===== src/sws_pkg.sv =====
package sws_pkg;

   // register bus
   localparam int ADDR_W = 3;
   localparam int DATA_W = 16;
   localparam logic [2:0] ADDR_DATA = 3'h0;
   localparam logic [2:0] ADDR_CTRL = 3'h2;
   localparam logic [2:0] ADDR_STAT = 3'h4;

   // control register fields
   localparam int CTL_EN = 0;
   localparam int CTL_ROLE = 1;
   localparam int CTL_WSIZE = 2;
   localparam int CTL_ECHO = 3;
   localparam int CTL_EIO = 4;
   localparam int CTL_EIR = 5;
   localparam int CTL_EIW = 6;
   localparam int CTL_SCM = 7;
   localparam int CTL_IDLE = 8;
   localparam int CTL_DIV_LSB = 9;
   localparam int DIV_W = 7;
   localparam logic [15:0] CTRL_RST = 16'h0000;

   // status register fields
   localparam int ST_BSY = 0;
   localparam int ST_RBF = 1;
   localparam int ST_OVR = 2;

   // word lengths
   localparam logic [4:0] BITS_8 = 5'h08;
   localparam logic [4:0] BITS_16 = 5'h10;

   // synchronised pin slots
   localparam int NPIN = 4;
   localparam int PIN_SCK = 0;
   localparam int PIN_SS = 1;
   localparam int PIN_MISO = 2;
   localparam int PIN_MOSI = 3;
   localparam logic [3:0] PIN_RST = 4'h2;

   typedef enum logic [1:0] {
      SWS_IDLE = 2'b00,
      SWS_RUN = 2'b01,
      SWS_HOLD = 2'b10
   } sws_state_t;

endpackage


===== src/sws_sync_if.sv =====
`timescale 1ns/1ns
interface sws_sync_if #(
   parameter int W = 4
);
   logic [W-1:0] raw;
   logic [W-1:0] lvl;
   logic [W-1:0] rise;
   logic [W-1:0] fall;

   modport filt (input raw, output lvl, output rise, output fall);
   modport user (output raw, input lvl, input rise, input fall);
endinterface


===== src/sws_serial_port.sv =====
`timescale 1ns/1ns
module sws_serial_port #(
   // width of the shift clock divider field
   parameter int DIV_W = sws_pkg::DIV_W
) (
   // clock and reset
   input wire logic i_clk,
   input wire logic i_rstn,
   // register port
   input wire logic [sws_pkg::ADDR_W-1:0] i_addr,
   input wire logic [sws_pkg::DATA_W-1:0] i_wdata,
   input wire logic i_wr,
   input wire logic i_rd,
   output logic [sws_pkg::DATA_W-1:0] o_rdata,
   // interrupt request
   output logic o_irq,
   // shift clock pin
   input wire logic i_shift_clock,
   output logic o_shift_clock,
   output logic o_shift_clock_oe,
   // select pin, active low
   input wire logic i_slave_select_n,
   // master in slave out pin
   input wire logic i_master_in_slave_out,
   output logic o_master_in_slave_out,
   output logic o_master_in_slave_out_oe,
   // master out slave in pin
   input wire logic i_master_out_slave_in,
   output logic o_master_out_slave_in,
   output logic o_master_out_slave_in_oe
);

   typedef struct packed {
      logic [15:0] ctrl;
      logic overrun_flag;
      logic rx_buffer_full;
      sws_pkg::sws_state_t state;
      logic [15:0] shifter;
      logic [15:0] rxbuf;
      logic sh_full;
      logic tx_valid;
      logic [4:0] cnt;
      logic [DIV_W-1:0] divcnt;
      logic sck;
      logic sck_oe;
      logic dout;
      logic miso_oe;
      logic mosi_oe;
      logic [15:0] rdata;
      logic irq;
   } sws_core_t;

   sws_core_t core_reg;
   sws_core_t core_next;

   sws_sync_if #(.W(sws_pkg::NPIN)) pins ();

   ////////////////////////////////////////////////////////////////////////
   // every pin input passes the three-stage filter
   assign pins.raw = {i_master_out_slave_in, i_master_in_slave_out, i_slave_select_n, i_shift_clock};

   sws_pin_sync #(
      .W(sws_pkg::NPIN),
      .RST_VAL(sws_pkg::PIN_RST)
   ) u_sync (
      .i_clk(i_clk),
      .i_rstn(i_rstn),
      .sif(pins)
   );

   ////////////////////////////////////////////////////////////////////////
   function automatic logic msb_of(input logic [15:0] w, input logic w16);
      msb_of = w16 ? w[15] : w[7];
   endfunction

   // eight-bit words leave the upper byte of the buffer alone
   function automatic logic [15:0] rx_load(input logic [15:0] buf_v, input logic [15:0] sh, input logic w16);
      rx_load = w16 ? sh : {buf_v[15:8], sh[7:0]};
   endfunction

   // one register hit per strobe
   function automatic logic addr_hit(input logic strobe, input logic [sws_pkg::ADDR_W-1:0] a,
                                     input logic [sws_pkg::ADDR_W-1:0] target);
      addr_hit = strobe && (a == target);
   endfunction

   // the hold state still counts as busy: a finished word waits for the buffer
   function automatic logic is_busy(input sws_pkg::sws_state_t s);
      unique case (s)
         sws_pkg::SWS_IDLE: is_busy = 1'b0;
         sws_pkg::SWS_RUN: is_busy = 1'b1;
         sws_pkg::SWS_HOLD: is_busy = 1'b1;
         default: is_busy = 1'b1;
      endcase
   endfunction

   // reserved status bits read as zero
   function automatic logic [15:0] status_word(input logic overrun_flag, input logic rx_buffer_full, input logic busy);
      status_word = 16'h0000;
      status_word[sws_pkg::ST_OVR] = overrun_flag;
      status_word[sws_pkg::ST_RBF] = rx_buffer_full;
      status_word[sws_pkg::ST_BSY] = busy;
   endfunction

   ////////////////////////////////////////////////////////////////////////
   logic en;
   logic mst;
   logic w16;
   logic echo;
   logic clock_edge_mode;
   logic idle_lvl;
   logic [DIV_W-1:0] div;
   logic [4:0] nbits;
   logic wr_data;
   logic wr_ctrl;
   logic wr_stat;
   logic rd_data;
   logic ss_act;
   logic din;
   logic rise_e;
   logic fall_e;
   logic samp_e;
   logic shift_e;
   logic lead_e;
   logic active;
   logic done;
   logic half_done;
   logic irq_ovr;
   logic irq_rd;
   logic irq_wr;

   always_comb begin
      en = core_reg.ctrl[sws_pkg::CTL_EN];
      mst = core_reg.ctrl[sws_pkg::CTL_ROLE];
      w16 = core_reg.ctrl[sws_pkg::CTL_WSIZE];
      echo = core_reg.ctrl[sws_pkg::CTL_ECHO];
      clock_edge_mode = core_reg.ctrl[sws_pkg::CTL_SCM];
      idle_lvl = core_reg.ctrl[sws_pkg::CTL_IDLE];
      div = core_reg.ctrl[sws_pkg::CTL_DIV_LSB +: DIV_W];
      // a zero field would toggle every clock, faster than the input filter follows
      if (div == '0) begin
         div = DIV_W'(1);
      end
      nbits = w16 ? sws_pkg::BITS_16 : sws_pkg::BITS_8;
      wr_data = addr_hit(i_wr, i_addr, sws_pkg::ADDR_DATA);
      wr_ctrl = addr_hit(i_wr, i_addr, sws_pkg::ADDR_CTRL);
      wr_stat = addr_hit(i_wr, i_addr, sws_pkg::ADDR_STAT);
      rd_data = addr_hit(i_rd, i_addr, sws_pkg::ADDR_DATA);
      ss_act = !pins.lvl[sws_pkg::PIN_SS];
      // filter latency is three to four clocks: a master needs a divider of four or more
      din = mst ? pins.lvl[sws_pkg::PIN_MISO] : pins.lvl[sws_pkg::PIN_MOSI];
      half_done = core_reg.divcnt == div;

      core_next = core_reg;
      done = 1'b0;
      rise_e = 1'b0;
      fall_e = 1'b0;

      // master clock: half period is div+1 system clocks
      if (mst && en && core_reg.state == sws_pkg::SWS_RUN) begin
         if (half_done) begin
            core_next.divcnt = '0;
            core_next.sck = !core_reg.sck;
            rise_e = !core_reg.sck;
            fall_e = core_reg.sck;
         end else begin
            core_next.divcnt = core_reg.divcnt + 1'b1;
         end
      end else if (mst) begin
         core_next.sck = idle_lvl;
         core_next.divcnt = '0;
      end else begin
         rise_e = pins.rise[sws_pkg::PIN_SCK] && ss_act;
         fall_e = pins.fall[sws_pkg::PIN_SCK] && ss_act;
      end

      samp_e = clock_edge_mode ? fall_e : rise_e;
      shift_e = clock_edge_mode ? rise_e : fall_e;
      lead_e = idle_lvl ? fall_e : rise_e;
      active = en && core_reg.state != sws_pkg::SWS_HOLD && (mst ? core_reg.state == sws_pkg::SWS_RUN : ss_act);

      ////////////////////////////////////////////////////////////////////
      // shifting, msb first, one bit per clock
      if (active) begin
         if (!mst && lead_e && core_reg.state == sws_pkg::SWS_IDLE) begin
            core_next.state = sws_pkg::SWS_RUN;
         end
         if (samp_e) begin
            core_next.shifter = {core_reg.shifter[14:0], din};
            core_next.cnt = core_reg.cnt + 1'b1;
         end
         // a leading shift edge before any sample keeps the msb in place
         if (shift_e && !(lead_e && core_reg.cnt == 5'h00)) begin
            core_next.dout = msb_of(core_reg.shifter, w16);
         end
         if (mst) begin
            done = core_next.cnt == nbits && core_next.sck == idle_lvl;
         end else begin
            done = core_next.cnt == nbits;
         end
      end

      // synchronised select going away resets the slave bit count
      if (!mst && !ss_act) begin
         core_next.cnt = '0;
      end

      // slave presents its first bit before any clock
      if (!mst && core_reg.cnt == 5'h00 && !shift_e) begin
         core_next.dout = msb_of(core_reg.shifter, w16);
      end
      if (!mst && echo && !core_reg.tx_valid) begin
         core_next.dout = pins.lvl[sws_pkg::PIN_MOSI];
      end

      ////////////////////////////////////////////////////////////////////
      // register port
      unique case (i_addr)
         sws_pkg::ADDR_DATA: core_next.rdata = core_reg.rxbuf;
         sws_pkg::ADDR_CTRL: core_next.rdata = core_reg.ctrl;
         sws_pkg::ADDR_STAT: core_next.rdata = status_word(core_reg.overrun_flag, core_reg.rx_buffer_full,
                                                           is_busy(core_reg.state));
         default: core_next.rdata = 16'h0000;
      endcase

      if (rd_data) begin
         if (core_reg.sh_full) begin
            core_next.rxbuf = rx_load(core_reg.rxbuf, core_reg.shifter, w16);
            core_next.sh_full = 1'b0;
            core_next.state = sws_pkg::SWS_IDLE;
         end else begin
            core_next.rx_buffer_full = 1'b0;
         end
      end

      if (wr_ctrl) begin
         core_next.ctrl = i_wdata;
      end
      if (wr_stat && i_wdata[sws_pkg::ST_OVR]) begin
         core_next.overrun_flag = 1'b0;
      end

      if (wr_data && en) begin
         if (mst && core_reg.rx_buffer_full && core_reg.sh_full) begin
            core_next.overrun_flag = 1'b1;
            core_next.sh_full = 1'b0;
         end
         core_next.shifter = i_wdata;
         core_next.tx_valid = 1'b1;
         core_next.state = sws_pkg::SWS_RUN;
         if (mst || core_reg.cnt == 5'h00) begin
            core_next.dout = msb_of(i_wdata, w16);
         end
         if (mst) begin
            core_next.cnt = '0;
            core_next.divcnt = '0;
         end
      end

      ////////////////////////////////////////////////////////////////////
      // end of word
      if (done) begin
         core_next.cnt = '0;
         core_next.tx_valid = 1'b0;
         if (!core_next.rx_buffer_full) begin
            core_next.rxbuf = rx_load(core_reg.rxbuf, core_next.shifter, w16);
            core_next.rx_buffer_full = 1'b1;
            core_next.state = sws_pkg::SWS_IDLE;
         end else begin
            core_next.sh_full = 1'b1;
            core_next.state = sws_pkg::SWS_HOLD;
         end
      end

      // disable wins over everything else
      if (!core_next.ctrl[sws_pkg::CTL_EN]) begin
         core_next.state = sws_pkg::SWS_IDLE;
         core_next.rx_buffer_full = 1'b0;
         core_next.overrun_flag = 1'b0;
         core_next.sh_full = 1'b0;
         core_next.tx_valid = 1'b0;
         core_next.cnt = '0;
      end

      ////////////////////////////////////////////////////////////////////
      // pin drivers follow the next control value
      // data out keeps its last bit while idle, so the master pin never floats
      core_next.sck_oe = core_next.ctrl[sws_pkg::CTL_ROLE];
      core_next.mosi_oe = core_next.ctrl[sws_pkg::CTL_ROLE];
      core_next.miso_oe = !core_next.ctrl[sws_pkg::CTL_ROLE] && core_next.ctrl[sws_pkg::CTL_EN] && ss_act;

      // every source is a level, so a masked source still shows once enabled
      irq_ovr = core_next.ctrl[sws_pkg::CTL_EIO] && core_next.overrun_flag;
      irq_rd = core_next.ctrl[sws_pkg::CTL_EIR] && core_next.rx_buffer_full;
      irq_wr = core_next.ctrl[sws_pkg::CTL_EIW] && !is_busy(core_next.state);
      core_next.irq = core_next.ctrl[sws_pkg::CTL_EN] && (irq_ovr || irq_rd || irq_wr);
   end

   always_ff @(posedge i_clk or negedge i_rstn) begin
      if (!i_rstn) begin
         core_reg <= '{ctrl: sws_pkg::CTRL_RST, state: sws_pkg::SWS_IDLE, default: '0};
      end else begin
         core_reg <= core_next;
      end
   end

   ////////////////////////////////////////////////////////////////////////
   assign o_rdata = core_reg.rdata;
   assign o_irq = core_reg.irq;
   assign o_shift_clock = core_reg.sck;
   assign o_shift_clock_oe = core_reg.sck_oe;
   assign o_master_in_slave_out = core_reg.dout;
   assign o_master_in_slave_out_oe = core_reg.miso_oe;
   assign o_master_out_slave_in = core_reg.dout;
   assign o_master_out_slave_in_oe = core_reg.mosi_oe;

endmodule


===== src/sws_pin_sync.sv =====
`timescale 1ns/1ns
module sws_pin_sync #(
   parameter int W = 4,
   parameter logic [W-1:0] RST_VAL = '0
) (
   // clock and reset
   input wire logic i_clk,
   input wire logic i_rstn,
   // pin levels in, filtered levels and edges out
   sws_sync_if.filt sif
);

   typedef struct packed {
      logic [W-1:0] s1;
      logic [W-1:0] s2;
      logic [W-1:0] s3;
      logic [W-1:0] lvl;
      logic [W-1:0] rise;
      logic [W-1:0] fall;
   } sws_sync_t;

   sws_sync_t sync_reg;
   sws_sync_t sync_next;

   ////////////////////////////////////////////////////////////////////////
   // s1 feeds only s2; a change counts once s2 and s3 agree
   always_comb begin
      sync_next = sync_reg;
      sync_next.s1 = sif.raw;
      sync_next.s2 = sync_reg.s1;
      sync_next.s3 = sync_reg.s2;
      for (int i = 0; i < W; i++) begin
         if (sync_reg.s2[i] == sync_reg.s3[i]) begin
            sync_next.lvl[i] = sync_reg.s3[i];
         end
      end
      sync_next.rise = sync_next.lvl & ~sync_reg.lvl;
      sync_next.fall = ~sync_next.lvl & sync_reg.lvl;
   end

   always_ff @(posedge i_clk or negedge i_rstn) begin
      if (!i_rstn) begin
         sync_reg <= '{s1: RST_VAL, s2: RST_VAL, s3: RST_VAL, lvl: RST_VAL, rise: '0, fall: '0};
      end else begin
         sync_reg <= sync_next;
      end
   end

   assign sif.lvl = sync_reg.lvl;
   assign sif.rise = sync_reg.rise;
   assign sif.fall = sync_reg.fall;

endmodule


===== config.mk =====
export PLATFORM = sky130hd
export DESIGN_NAME = sws_serial_port
export DESIGN_NICKNAME = d
export VERILOG_FILES = /design/src/sws_pkg.sv /design/src/sws_sync_if.sv /design/src/sws_serial_port.sv /design/src/sws_pin_sync.sv
export SDC_FILE = /design/constraint.sdc
export NUM_CORES = 1
export LEC_CHECK = 0
export BUFFER_PORTS_ARGS = -buffer_cell sky130_fd_sc_hd__buf_2
export CORE_UTILIZATION = 35
export DETAILED_ROUTE_END_ITERATION = 10
export GPL_TIMING_DRIVEN = 0
export PLACE_DENSITY = 0.61
export RECOVER_POWER = 100
export SLEW_MARGIN = 10
export SYNTH_ARGS = -nofsm -noshare
export SYNTH_HDL_FRONTEND = slang
export SYNTH_HIERARCHICAL = 1
export SYNTH_SLANG_ARGS = --single-unit

===== constraint.sdc =====
create_clock -name i_clk -period 3.6 [get_ports i_clk]
set_input_delay 0.54 -clock i_clk [delete_from_list [all_inputs] [get_ports i_clk]]
set_output_delay 0.54 -clock i_clk [all_outputs]
set_load 0.1 [all_outputs]

Word-level counts from Yosys, hierarchy flattened
Cells that the tools add are included.
{"block": "totals", "ff_bits": 105, "input_bits": 27, "out_inout_bits": 23, "word_cells": 150}
{"block": "op_classes", "add_sub_neg": 2, "n_eq_ne": 13, "muxes": 62, "bitwise_logic": 4, "n_reduce_logical": 45}
{"operator": "2-to-1 mux 16 bit", "count": 4}
{"operator": "case mux 16 bit (3 select lines)", "count": 1}
{"operator": "2-to-1 mux 18 bit", "count": 2}
{"operator": "2-to-1 mux 17 bit", "count": 2}
{"operator": "2-to-1 mux 1 bit", "count": 33}
{"operator": "logical AND 1 bit", "count": 30}
{"operator": "2-to-1 mux 7 bit", "count": 4}
{"operator": "2-to-1 mux 5 bit", "count": 5}
{"operator": "2-to-1 mux 23 bit", "count": 1}
{"operator": "2-to-1 mux 8 bit", "count": 2}
{"operator": "2-to-1 mux 14 bit", "count": 1}
{"operator": "2-to-1 mux 12 bit", "count": 1}
{"operator": "adder 7 x 1 -> 7 bit (second input constant)", "count": 1}
{"operator": "equality test 7 bit", "count": 1}
{"operator": "zero test 1 bit", "count": 7}
{"operator": "zero test 7 bit", "count": 1}
{"operator": "2-to-1 mux 2 bit", "count": 3}
{"operator": "2-to-1 mux 3 bit", "count": 2}
{"operator": "adder 5 x 1 -> 5 bit (second input constant)", "count": 1}
{"operator": "equality test 1 bit", "count": 5}
{"operator": "equality test 5 bit", "count": 1}
{"operator": "zero test 5 bit", "count": 1}
{"operator": "zero test 2 bit", "count": 2}
{"operator": "2-to-1 mux 4 bit", "count": 1}
{"operator": "other kinds (10)", "count": 14}

Logic depth before layout (Yosys ltp)
Gate-level depths: netlist of the first run.
{"block": "depth", "depth_word": 19, "ltp_mapped": 14, "depth_no_buf": 12}

Modules after synthesis
The synthesis of the first run kept the hierarchy.
{"module": "sws_serial_port", "instances": 1, "cells_per_inst": 439, "area_each_um2": 4631.9, "seq_area_each_um2": 2152.1}
{"module": "sws_pin_sync", "instances": 1, "cells_per_inst": 48, "area_each_um2": 807.0, "seq_area_each_um2": 605.6}

Least setup slack after synthesis of the first run
No wires, ideal clock.
{"block": "synth_timing", "path_type": "reg-to-reg", "from": "register core_reg[83] (netlist name)", "to": "register core_reg, in the netlist o_irq", "arrival_time_ns": 3.001, "t_required_ns": 3.534, "path_slack_ns": 0.533, "stages_incl_launch_ff": 13, "path_cell_list": "dfrtp_1 -> nor4_1 -> a21oi_1 -> xnor2_1 -> nor4_1 -> ha_1 -> a221oi_4 -> o311a_1 -> a211o_1 -> and2_1 -> buf_6 -> a2111oi_1 -> o31a_1"}
{"item": "from (decl)", "line": "sws_serial_port.sv:53", "source": "sws_core_t core_reg;"}
{"item": "from (signal assigned)", "line": "sws_serial_port.sv:303", "source": "core_reg <= core_next;"}

Final worst setup path of the first run
{"block": "layout_timing", "from": "register core_reg[85] (netlist name)", "to": "register core_reg[51] (netlist name)"}
{"block": "layout_between", "elab_chain_cells": 13, "word_cells_on_any_way": 24, "cone_classes": "4 x eq/ne; 18 x mux; 2 x reduce/logical"}
{"item": "zero test 7 bit", "line": "sws_serial_port.sv:141", "source": "if (div == '0) begin"}
{"item": "2-to-1 mux 7 bit *", "line": "sws_serial_port.sv:141"}
{"item": "equality test 7 bit *", "line": "sws_serial_port.sv:152", "source": "half_done = core_reg.divcnt == div;"}
{"item": "2-to-1 mux 1 bit", "line": "sws_serial_port.sv:161", "source": "if (half_done) begin"}
{"item": "2-to-1 mux 1 bit", "line": "sws_serial_port.sv:160", "source": "if (mst && en && core_reg.state == sws_pkg::SWS_RUN) begin"}
{"item": "2-to-1 mux 1 bit", "line": "sws_serial_port.sv:177", "source": "samp_e = clock_edge_mode ? fall_e : rise_e;"}
{"item": "2-to-1 mux 5 bit", "line": "sws_serial_port.sv:188", "source": "if (samp_e) begin"}
{"item": "2-to-1 mux 5 bit", "line": "sws_serial_port.sv:184", "source": "if (active) begin"}
{"item": "equality test 5 bit", "line": "sws_serial_port.sv:197, sws_serial_port.sv:199"}
{"item": "logical AND 1 bit", "line": "sws_serial_port.sv:197", "source": "done = core_next.cnt == nbits && core_next.sck == idle_lvl;"}
{"item": "2-to-1 mux 1 bit", "line": "sws_serial_port.sv:196", "source": "if (mst) begin"}
{"item": "2-to-1 mux 1 bit", "line": "sws_serial_port.sv:184"}
{"item": "!= test 3 x 2 -> 1 bit (no source line) or 2-to-1 mux 23 bit (tied branches)"}
Every way passes the cells marked *; elsewhere a longest branch is shown, timed or not. The select of a mux whose other input is x is not followed.
A chain may end at the register's enable or synchronous reset.

==> impl_metrics.json, run 1 <==
{
  "clk_pin_slew_ns": 0.07,
  "gp_congestion": 0.839,
  "vias": 3733,
  "power.internal_w": 0.00227,
  "drtPass1Iterations": 6,
  "drive_gt1_frac": 0.194,
  "cp_data_required_time_ns": 3.88,
  "overflow": 0,
  "tritoncts": "yes",
  "relSlewSlack": -0.662,
  "drc": 0,
  "crit_path_frequent_cell": "a221oi_4",
  "cts_root_buf": "clkbuf_16",
  "layout.area.seq_mm2": 0.00261,
  "finalSetupTns_ns": 0,
  "fin_nets": 564,
  "start_kind": "flop",
  "cts_sinks": 104,
  "leakage_nw": 2.77,
  "area_growth_pct": 16.6,
  "arrival_ns": 3.72,
  "critPathMaxFanout": 7,
  "antenna_found_initial": 0,
  "largest_reg_flops": 65,
  "swShare": 0.339,
  "final_util": 0.418,
  "syn_nets": 500,
  "grt_pass1_wl_um": 19400,
  "synthesis.area_mm2": 0.00519,
  "fin_skew_ns": 0.00982,
  "end_kind": "flop",
  "wl_per_cell_um": 16.9,
  "setup_violations": 0,
  "portBuffers": 49,
  "fp.dieW_um": 124,
  "routed_wl_um": 12200,
  "pin_count": 50,
  "sequentialPowerShare": 0.435,
  "slew_viol_final": 47,
  "p_total_w": 0.00344,
  "ys_warn_count": 6,
  "die_area_mm2": 0.0153,
  "insertion_delay_ns": 0.36,
  "critPathSlowestCell": "dfrtp_1",
  "vias_per_cell": 5.18,
  "power.switching_w": 0.00117,
  "grt_use_total": 0.171,
  "antennaDiodeCount": 0,
  "tightest_slew_ns": 2.49,
  "cts_buffers": 9,
  "grt_pass1_vias": 3664,
  "htree_levels": 3,
  "clockBufferDepth": 2,
  "max_freq_mhz": 291,
  "slowest_delay_ns": 0.45,
  "fin_hold_ws_ns": 0.284,
  "design.core.area_mm2": 0.0145,
  "fp-row-count": 44,
  "ir_drop_v": 0.000286,
  "drt_iter0_drc": 127,
  "critical-path-top-delay-family": "compound AO/OA/AOI/OAI gates",
  "fin_crit_sh": 0.955,
  "fillers": 1407,
  "pwr-share-clk": 0.320,
  "start_util": 0.358,
  "cp_cell_sequence": "nor4_1 -> a21oi_1 -> xnor2_1 -> nor4_4 -> ha_2 -> a221oi_4 -> o2111ai_1 -> a221oi_4 -> nand3b_1 -> buf_6 -> a21boi_4 -> buf_4 -> a2bb2oi_1",
  "hold_viol_final": 0,
  "p_comb_frac": 0.245,
  "period_needed_ns": 3.44,
  "dp_cells": 702,
  "fp.dieH_um": 124,
  "dp.final_hpwl_um": 8710,
  "critPathBufInv": 2,
  "ant_nets": 0,
  "hp-class": "in -> reg",
  "multi_input_area_mm2": 0.00225,
  "grt_max_degree": 60,
  "instances_no_fill": 721,
  "worstSetupPathType": "reg -> reg",
  "status": "finished with violations",
  "violations": "capacitance limit, slew limit",
  "avgSynthCellArea_um2": 11.1,
  "p_per_area_mw_per_mm2": 568,
  "netlist_instances": 468,
  "maxCapViolCount": 1
}
[layout make-up]
class	instances	share of cell area
sequential	104	0.431
multi-input combinational	299	0.372
buffer	50	0.0534
clock buffer	12	0.0441
timing repair buffer	53	0.0403
tap	184	0.0381
clock inverter	4	0.0122
inverter	15	0.00931
[worst register-to-register path, stage by stage (launching register included)]
cell	delay, ns
dfrtp_1	0.45
nor4_1	0.28
a21oi_1	0.12
xnor2_1	0.28
nor4_4	0.10
ha_2	0.22
a221oi_4	0.42
o2111ai_1	0.25
a221oi_4	0.40
nand3b_1	0.14
buf_6	0.17
a21boi_4	0.18
buf_4	0.18
a2bb2oi_1	0.17
[power by group through the flow]
stage,Combinational (W),Clock [W],Sequential (W)
6_report,0.000843,0.00110,0.00149
5_1_grt,0.000907,0.00117,0.00152
4_1_cts,0.000845,0.00113,0.00149
3_5_place_dp,0.000837,0,0.00152
3_3_place_gp,0.000814,0,0.00150
2_1_floorplan,0.000531,0,0.00158
[per-layer routing]
| layer | vias to the layer above | part of all wire | global-route usage |
|---|---|---|---|
| li1 | 1759 | - | - |
| met1 | 1887 | 0.47 | 0.234 |
| met2 | 68 | 0.47 | 0.263 |
| met3 | 19 | 0.033 | 0.0288 |
| met4 | 0 | 0.022 | 0.0821 |
| met5 | - | 0 | 0 |
[stage by stage]
step / worst slack (ns) / area, um2
floorplan: 0.533 / 5190
global placement: 0.0155 / 5660
detailed placement: -0.120 / 5700
CTS: 0.0589 / 6040
global route: -0.000302 / 6050
finish: 0.162 / 6050
[placed cells by master, fill, tap and decap left out, types with 12 or more instances in the layout]
master	instances
mux2_2	12
buf_4	26
buf_2	27
dfrtp_1	100
nand2_1	32
inv_1	15
clkbuf_1	43
nor2_1	32
mux2i_1	53
o21ai_0	26
[worst paths after layout]
path                                 startpoint                    to  slack (ns)  cells after the start
max                                core_reg[85]          core_reg[51]        0.16                     13
min                            i_slave_select_n  u_sync/sync_next[17]        0.28                      1
max reg2reg                        core_reg[85]          core_reg[51]        0.16                     13
min reg2reg                u_sync/sync_next[18]  u_sync/sync_next[14]        0.35                      0
max in group asynchronous                i_rstn   u_sync/sync_reg[14]        0.64                      2
min in group asynchronous                i_rstn            o_rdata[9]        0.94                      1
[timing repair]
action / in CTS / in global routing
endpoints found under the setup margin: 17 / 10
pin swaps: 0 / 5
gates resized for setup: 1 / 7
hold buffers: 0 / 0
setup buffers: 0 / 3
Note: power is estimated with default switching activity, not from simulation.
==> run 2: changes to the inputs <==
- REMOVE_ABC_BUFFERS: unset -> 1
==> impl_metrics.json, run 2 (synthesis gave the netlist of run 1 again) <==
{
  "relSlewSlack": -0.482,
  "antenna_found_initial": 0,
  "dp.final_hpwl_um": 7430,
  "fin_nets": 520,
  "tightest_slew_ns": 2.22,
  "hp-class": "in -> reg",
  "slowest_delay_ns": 0.43,
  "fin_skew_ns": 0.00856,
  "critPathMaxFanout": 5,
  "design.core.area_mm2": 0.0145,
  "rrSetupSlack_ns": 0.16,
  "fp-row-count": 44,
  "end_kind": "flop",
  "vias_per_cell": 5.25,
  "largest_reg_flops": 65,
  "dpl_worst_slack_ns": -1.00,
  "final_common_cell": "dfrtp_1",
  "drive_gt1_frac": 0.158,
  "fp.dieH_um": 124,
  "fin_hold_ws_ns": 0.281,
  "timing.final.ws_setup_ns": 0.161,
  "drt_iter0_drc": 182,
  "portBuffers": 49,
  "clockBufferDepth": 2,
  "violations": "capacitance limit, slew limit",
  "routed_wl_um": 11200,
  "grt_use_total": 0.164,
  "fp.dieW_um": 124,
  "cts_root_buf": "clkbuf_16",
  "grt_max_degree": 65,
  "gp_congestion": 0.899,
  "maxCapViolCount": 1,
  "cp_cell_sequence": "nor4_1 -> a21oi_1 -> xnor2_1 -> nor4_2 -> buf_4 -> ha_1 -> inv_1 -> o211ai_1 -> nand4b_1 -> a221oi_4 -> nand3b_1 -> buf_4 -> buf_4 -> mux2i_1 -> a2bb2oi_1",
  "critPathSlowestCell": "dfrtp_1",
  "p_total_w": 0.00327,
  "leakage_nw": 2.57,
  "grt_pass1_wl_um": 18900,
  "setup_violations": 0,
  "fillers": 1415,
  "final_cell_mix": "100 x dfrtp_1, 53 x mux2i_1, 32 x nor2_1, 32 x nand2_1, 26 x o21ai_0",
  "critPathBufInv": 4,
  "htree_levels": 3,
  "max_freq_mhz": 291,
  "start_kind": "flop",
  "area_growth_pct": 10.4,
  "die_area_mm2": 0.0153,
  "drtPass1Iterations": 4,
  "final_util": 0.395,
  "vias": 3555,
  "pin_count": 50,
  "insertion_delay_ns": 0.36,
  "critical-path-top-delay-family": "compound AO/OA/AOI/OAI gates",
  "cts_buffers": 9,
  "grt_pass1_vias": 3624,
  "ir_drop_v": 0.000395,
  "crit_path_frequent_cell": "buf_4",
  "antennaDiodeCount": 0,
  "drc": 0,
  "start_util": 0.358,
  "cp_data_required_time_ns": 3.80,
  "wl_per_cell_um": 16.6,
  "clk_pin_slew_ns": 0.07,
  "slew_viol_final": 42,
  "hold_viol_final": 0,
  "status": "finished with violations",
  "tritoncts": "yes",
  "cts_sinks": 104,
  "ant_nets": 0,
  "fin_crit_sh": 0.955,
  "finalSetupTns_ns": 0,
  "period_needed_ns": 3.44,
  "worstSetupPathType": "reg -> reg",
  "overflow": 0,
  "p_per_area_mw_per_mm2": 571,
  "arrival_ns": 3.64
}
run 2: changes by cell type in the layout (fill, tap and decap cells not counted), moves of 2 or more:
cell and delta:
buf_2 -2, clkbuf_8 -2, buf_4 -18, and4b_1 -2, buf_6 -6, clkbuf_1 -18
run 2: path summary, 6_finish.rpt:
| check | endpoint | cells past startpoint | startpoint |
|---|---|---|---|
| worst min-delay path | u_sync/sync_next[17] | 1 | i_slave_select_n |
| worst min register to register | u_sync/sync_next[15] | 0 | u_sync/sync_next[19] |
| worst max-delay path | core_reg[46] | 15 | core_reg[83] |
| min in group asynchronous | u_sync/sync_next[18] | 1 | i_rstn |
| worst max register to register | core_reg[46] | 15 | core_reg[83] |
| max in group asynchronous | core_reg[62] | 2 | i_rstn |
run 2: layer usage:
metal	track usage	up-vias	share of wire
li1	-	1672	-
met1	0.216	1785	0.46
met2	0.257	78	0.47
met3	0.0343	20	0.042
met4	0.0776	0	0.030
met5	0	-	0
run 2: stage by stage:
stage          cell area [um2]  std cells
6_report                  5720        677
5_1_grt                   5720        677
4_1_cts                   5740        675
3_5_place_dp              5380        652
3_3_place_gp              5340        651
2_1_floorplan             4870        418
run 2: final cells by class:
cell class                 instances  area, um2  share of cell area
sequential                       104       2610               0.456
timing repair buffer              58        283              0.0494
tap                              184        230              0.0402
clock buffer                      11        243              0.0424
multi-input combinational        300       2250               0.393
inverter                          15       56.3             0.00984
clock inverter                     5       56.3             0.00984
run 2: power breakdown:
group	internal [W]	switching (W)
sequential	0.00134	0.000184
clock	0.000558	0.000434
combinational	0.000230	0.000521
run 2: timing repair:
| action | in CTS | in global routing |
|---|---|---|
| pin swaps | 2 | 2 |
| hold endpoints to repair | 0 | 0 |
| buffers inserted | 6 | 2 |
| setup endpoints to repair | 35 | 16 |
| hold buffers | 0 | 0 |
| cloned | 1 | 0 |
| resized for setup | 2 | 5 |
==> run 3: changes to the inputs <==
- PLACE_DENSITY: 0.61 -> 0.63
- clock period: 3.6 -> 3.12 ns (I/O delays scaled with it)
==> impl_metrics.json, run 3 (synthesis gave the netlist of run 1 again) <==
{
  "status": "finished with violations",
  "violations": "DRC, setup timing",
  "p_comb_frac": 0.242,
  "fp.dieH_um": 124,
  "ir_drop_v": 0.000348,
  "worstSetupPathType": "reg -> reg",
  "top_layer": "met4",
  "fin_crit_sh": 1.05,
  "final_cell_mix": "97 x dfrtp_1, 48 x mux2i_1, 29 x nand2_1, 28 x nor2_1, 28 x buf_2",
  "portBuffers": 49,
  "critPathBufInv": 4,
  "tritoncts": "yes",
  "max_freq_mhz": 306,
  "arrival_ns": 3.47,
  "placed_cell_area_mm2": 0.00538,
  "critPathMaxFanout": 8,
  "sequentialPowerShare": 0.445,
  "hold_end": "u_sync/sync_next[17]",
  "reg2reg_from": "core_reg[83]",
  "drt_iter0_drc": 221,
  "area_growth_pct": 18.0,
  "ant_nets": 0,
  "rsz0062_at_grt": "yes",
  "drive_gt1_frac": 0.254,
  "critical-path-top-delay-family": "compound AO/OA/AOI/OAI gates",
  "setup_violations": 21,
  "cts_buffers": 9,
  "hp-class": "in -> reg",
  "slew_viol_final": 0,
  "whs_path_depth": 1,
  "clockBufferDepth": 2,
  "end_kind": "flop",
  "overflow": 0,
  "drc": 1,
  "fin_nets": 539,
  "power.switching_w": 0.00134,
  "relSlewSlack": 0.216,
  "grt_pass1_wl_um": 18900,
  "leakage_nw": 2.71,
  "grt_pass1_vias": 3622,
  "crit_path_frequent_cell": "nor4_2",
  "dp.final_hpwl_um": 7280,
  "multi_input_area_mm2": 0.00241,
  "pin_count": 50,
  "r2r_end": "core_reg[49]",
  "tightest_slew_ns": 1.18,
  "rrSetupSlack_ns": -0.15,
  "power.internal_w": 0.00261,
  "vias_per_cell": 5.24,
  "antenna_found_initial": 0,
  "die_area_mm2": 0.0153,
  "start_kind": "flop",
  "largest_reg_flops": 65,
  "swShare": 0.339,
  "wl_met2_um": 5740,
  "grt_use_total": 0.163,
  "wl_per_cell_um": 16.8,
  "clk_pin_slew_ns": 0.07,
  "slowest_delay_ns": 0.43,
  "design_area_mm2": 0.00612,
  "p_per_area_mw_per_mm2": 646,
  "design.core.area_mm2": 0.0145,
  "antennaDiodeCount": 0,
  "pwr-share-clk": 0.313,
  "fillers": 1366,
  "hold_start": "i_slave_select_n",
  "routed_wl_um": 11700,
  "hold_viol_final": 0,
  "layout.area.seq_mm2": 0.00261,
  "start_util": 0.358,
  "final_common_cell": "dfrtp_1",
  "cp_cell_sequence": "nor4_2 -> a21oi_1 -> xnor2_1 -> nor4_2 -> buf_4 -> ha_4 -> inv_2 -> o211ai_1 -> nand4b_1 -> a221oi_4 -> nand3b_1 -> buf_6 -> buf_12 -> mux2i_1 -> a2bb2oi_2",
  "fp.dieW_um": 124,
  "gp_congestion": 0.891,
  "htree_levels": 3,
  "fp-row-count": 44,
  "grt_max_degree": 86,
  "dr_wl_met3_um": 454,
  "period_needed_ns": 3.27,
  "insertion_delay_ns": 0.34,
  "cts_root_buf": "clkbuf_16",
  "cts_sinks": 104,
  "maxCapViolCount": 0,
  "fin_skew_ns": 0.00512,
  "m1WireLength_um": 5270,
  "critPathSlowestCell": "dfrtp_2",
  "drtPass1Iterations": 7,
  "finalSetupTns_ns": -1.96,
  "r2r_cells": 15,
  "timing.final.ws_setup_ns": -0.146,
  "vias": 3648,
  "cp_data_required_time_ns": 3.32
}
-- run 3: changes by cell type in the layout (fill, tap and decap cells not counted), moves of 4 or more --
cell,change
buf_4,+7
a2bb2oi_2,+7
nor2_2,+4
mux2i_1,-5
nor2_1,-4
a2bb2oi_1,-7
buf_6,+8
-- run 3: timing repair --
| item | 4_1_cts | 5_1_grt |
|---|---|---|
| endpoints found under the hold margin | 19 | 0 |
| cloned | 1 | 2 |
| buffers inserted | 16 | 9 |
| gates resized for setup | 26 | 30 |
| setup endpoints to repair | 43 | 30 |
| hold buffers | 1 | 0 |
| pin swaps | 21 | 20 |
-- run 3: layout make-up --
cell class                 instances  share of cell area
clock inverter                     4              0.0125
inverter                          15             0.00920
timing repair buffer              76              0.0783
multi-input combinational        301               0.394
sequential                       104               0.427
clock buffer                      12              0.0419
tap                              184              0.0376
-- run 3: routing by layer --
metal | global-route usage | vias up
li1 | - | 1719
met1 | 0.213 | 1828
met2 | 0.269 | 86
met3 | 0.0298 | 15
met4 | 0.0565 | 0
met5 | 0 | -
-- run 3: power by group through the flow --
stage | combinational [W] | sequential [W] | clock (W)
floorplan | 0.000391 | 0.00199 | 0
global placement | 0.000840 | 0.00177 | 0
detailed placement | 0.000862 | 0.00178 | 0
CTS | 0.000932 | 0.00176 | 0.00127
global route | 0.00103 | 0.00179 | 0.00132
finish | 0.000956 | 0.00176 | 0.00124
-- run 3: worst register-to-register path, stage by stage (launching register included) --
cell and delay, ns:
dfrtp_2 0.43, nor4_2 0.27, a21oi_1 0.11, xnor2_1 0.14
nor4_2 0.14, buf_4 0.18, ha_4 0.16, inv_2 0.04
o211ai_1 0.30, nand4b_1 0.21, a221oi_4 0.41, nand3b_1 0.14
buf_6 0.16, buf_12 0.15, mux2i_1 0.21, a2bb2oi_2 0.08
-- run 3: stage by stage --
stage	power, W	utilization	hold slack (ns)	instances	setup WS [ns]
global placement	0.00261	0.369	0.335	651	-1.38
CTS	0.00396	0.413	0.208	686	-0.123
global route	0.00414	0.423	0.211	696	-0.319
detailed placement	0.00265	0.372	0.327	652	-1.47
floorplan	0.00238	-	0.172	418	-1.44
finish	0.00396	0.423	0.220	696	-0.146
-- run 3: worst max path at each step --
stage	from	endpoint	slack, ns	depth (start not counted)
CTS	core_reg[84]	core_reg[46]	-0.12	15
detailed placement	core_reg[83]	core_reg[46]	-1.47	11
global placement	core_reg[83]	core_reg[44]	-1.38	11
global route	core_reg[83]	core_reg[49]	-0.32	15
floorplan	core_reg[73]	core_reg[44]	-1.44	7
finish	core_reg[83]	core_reg[49]	-0.15	15
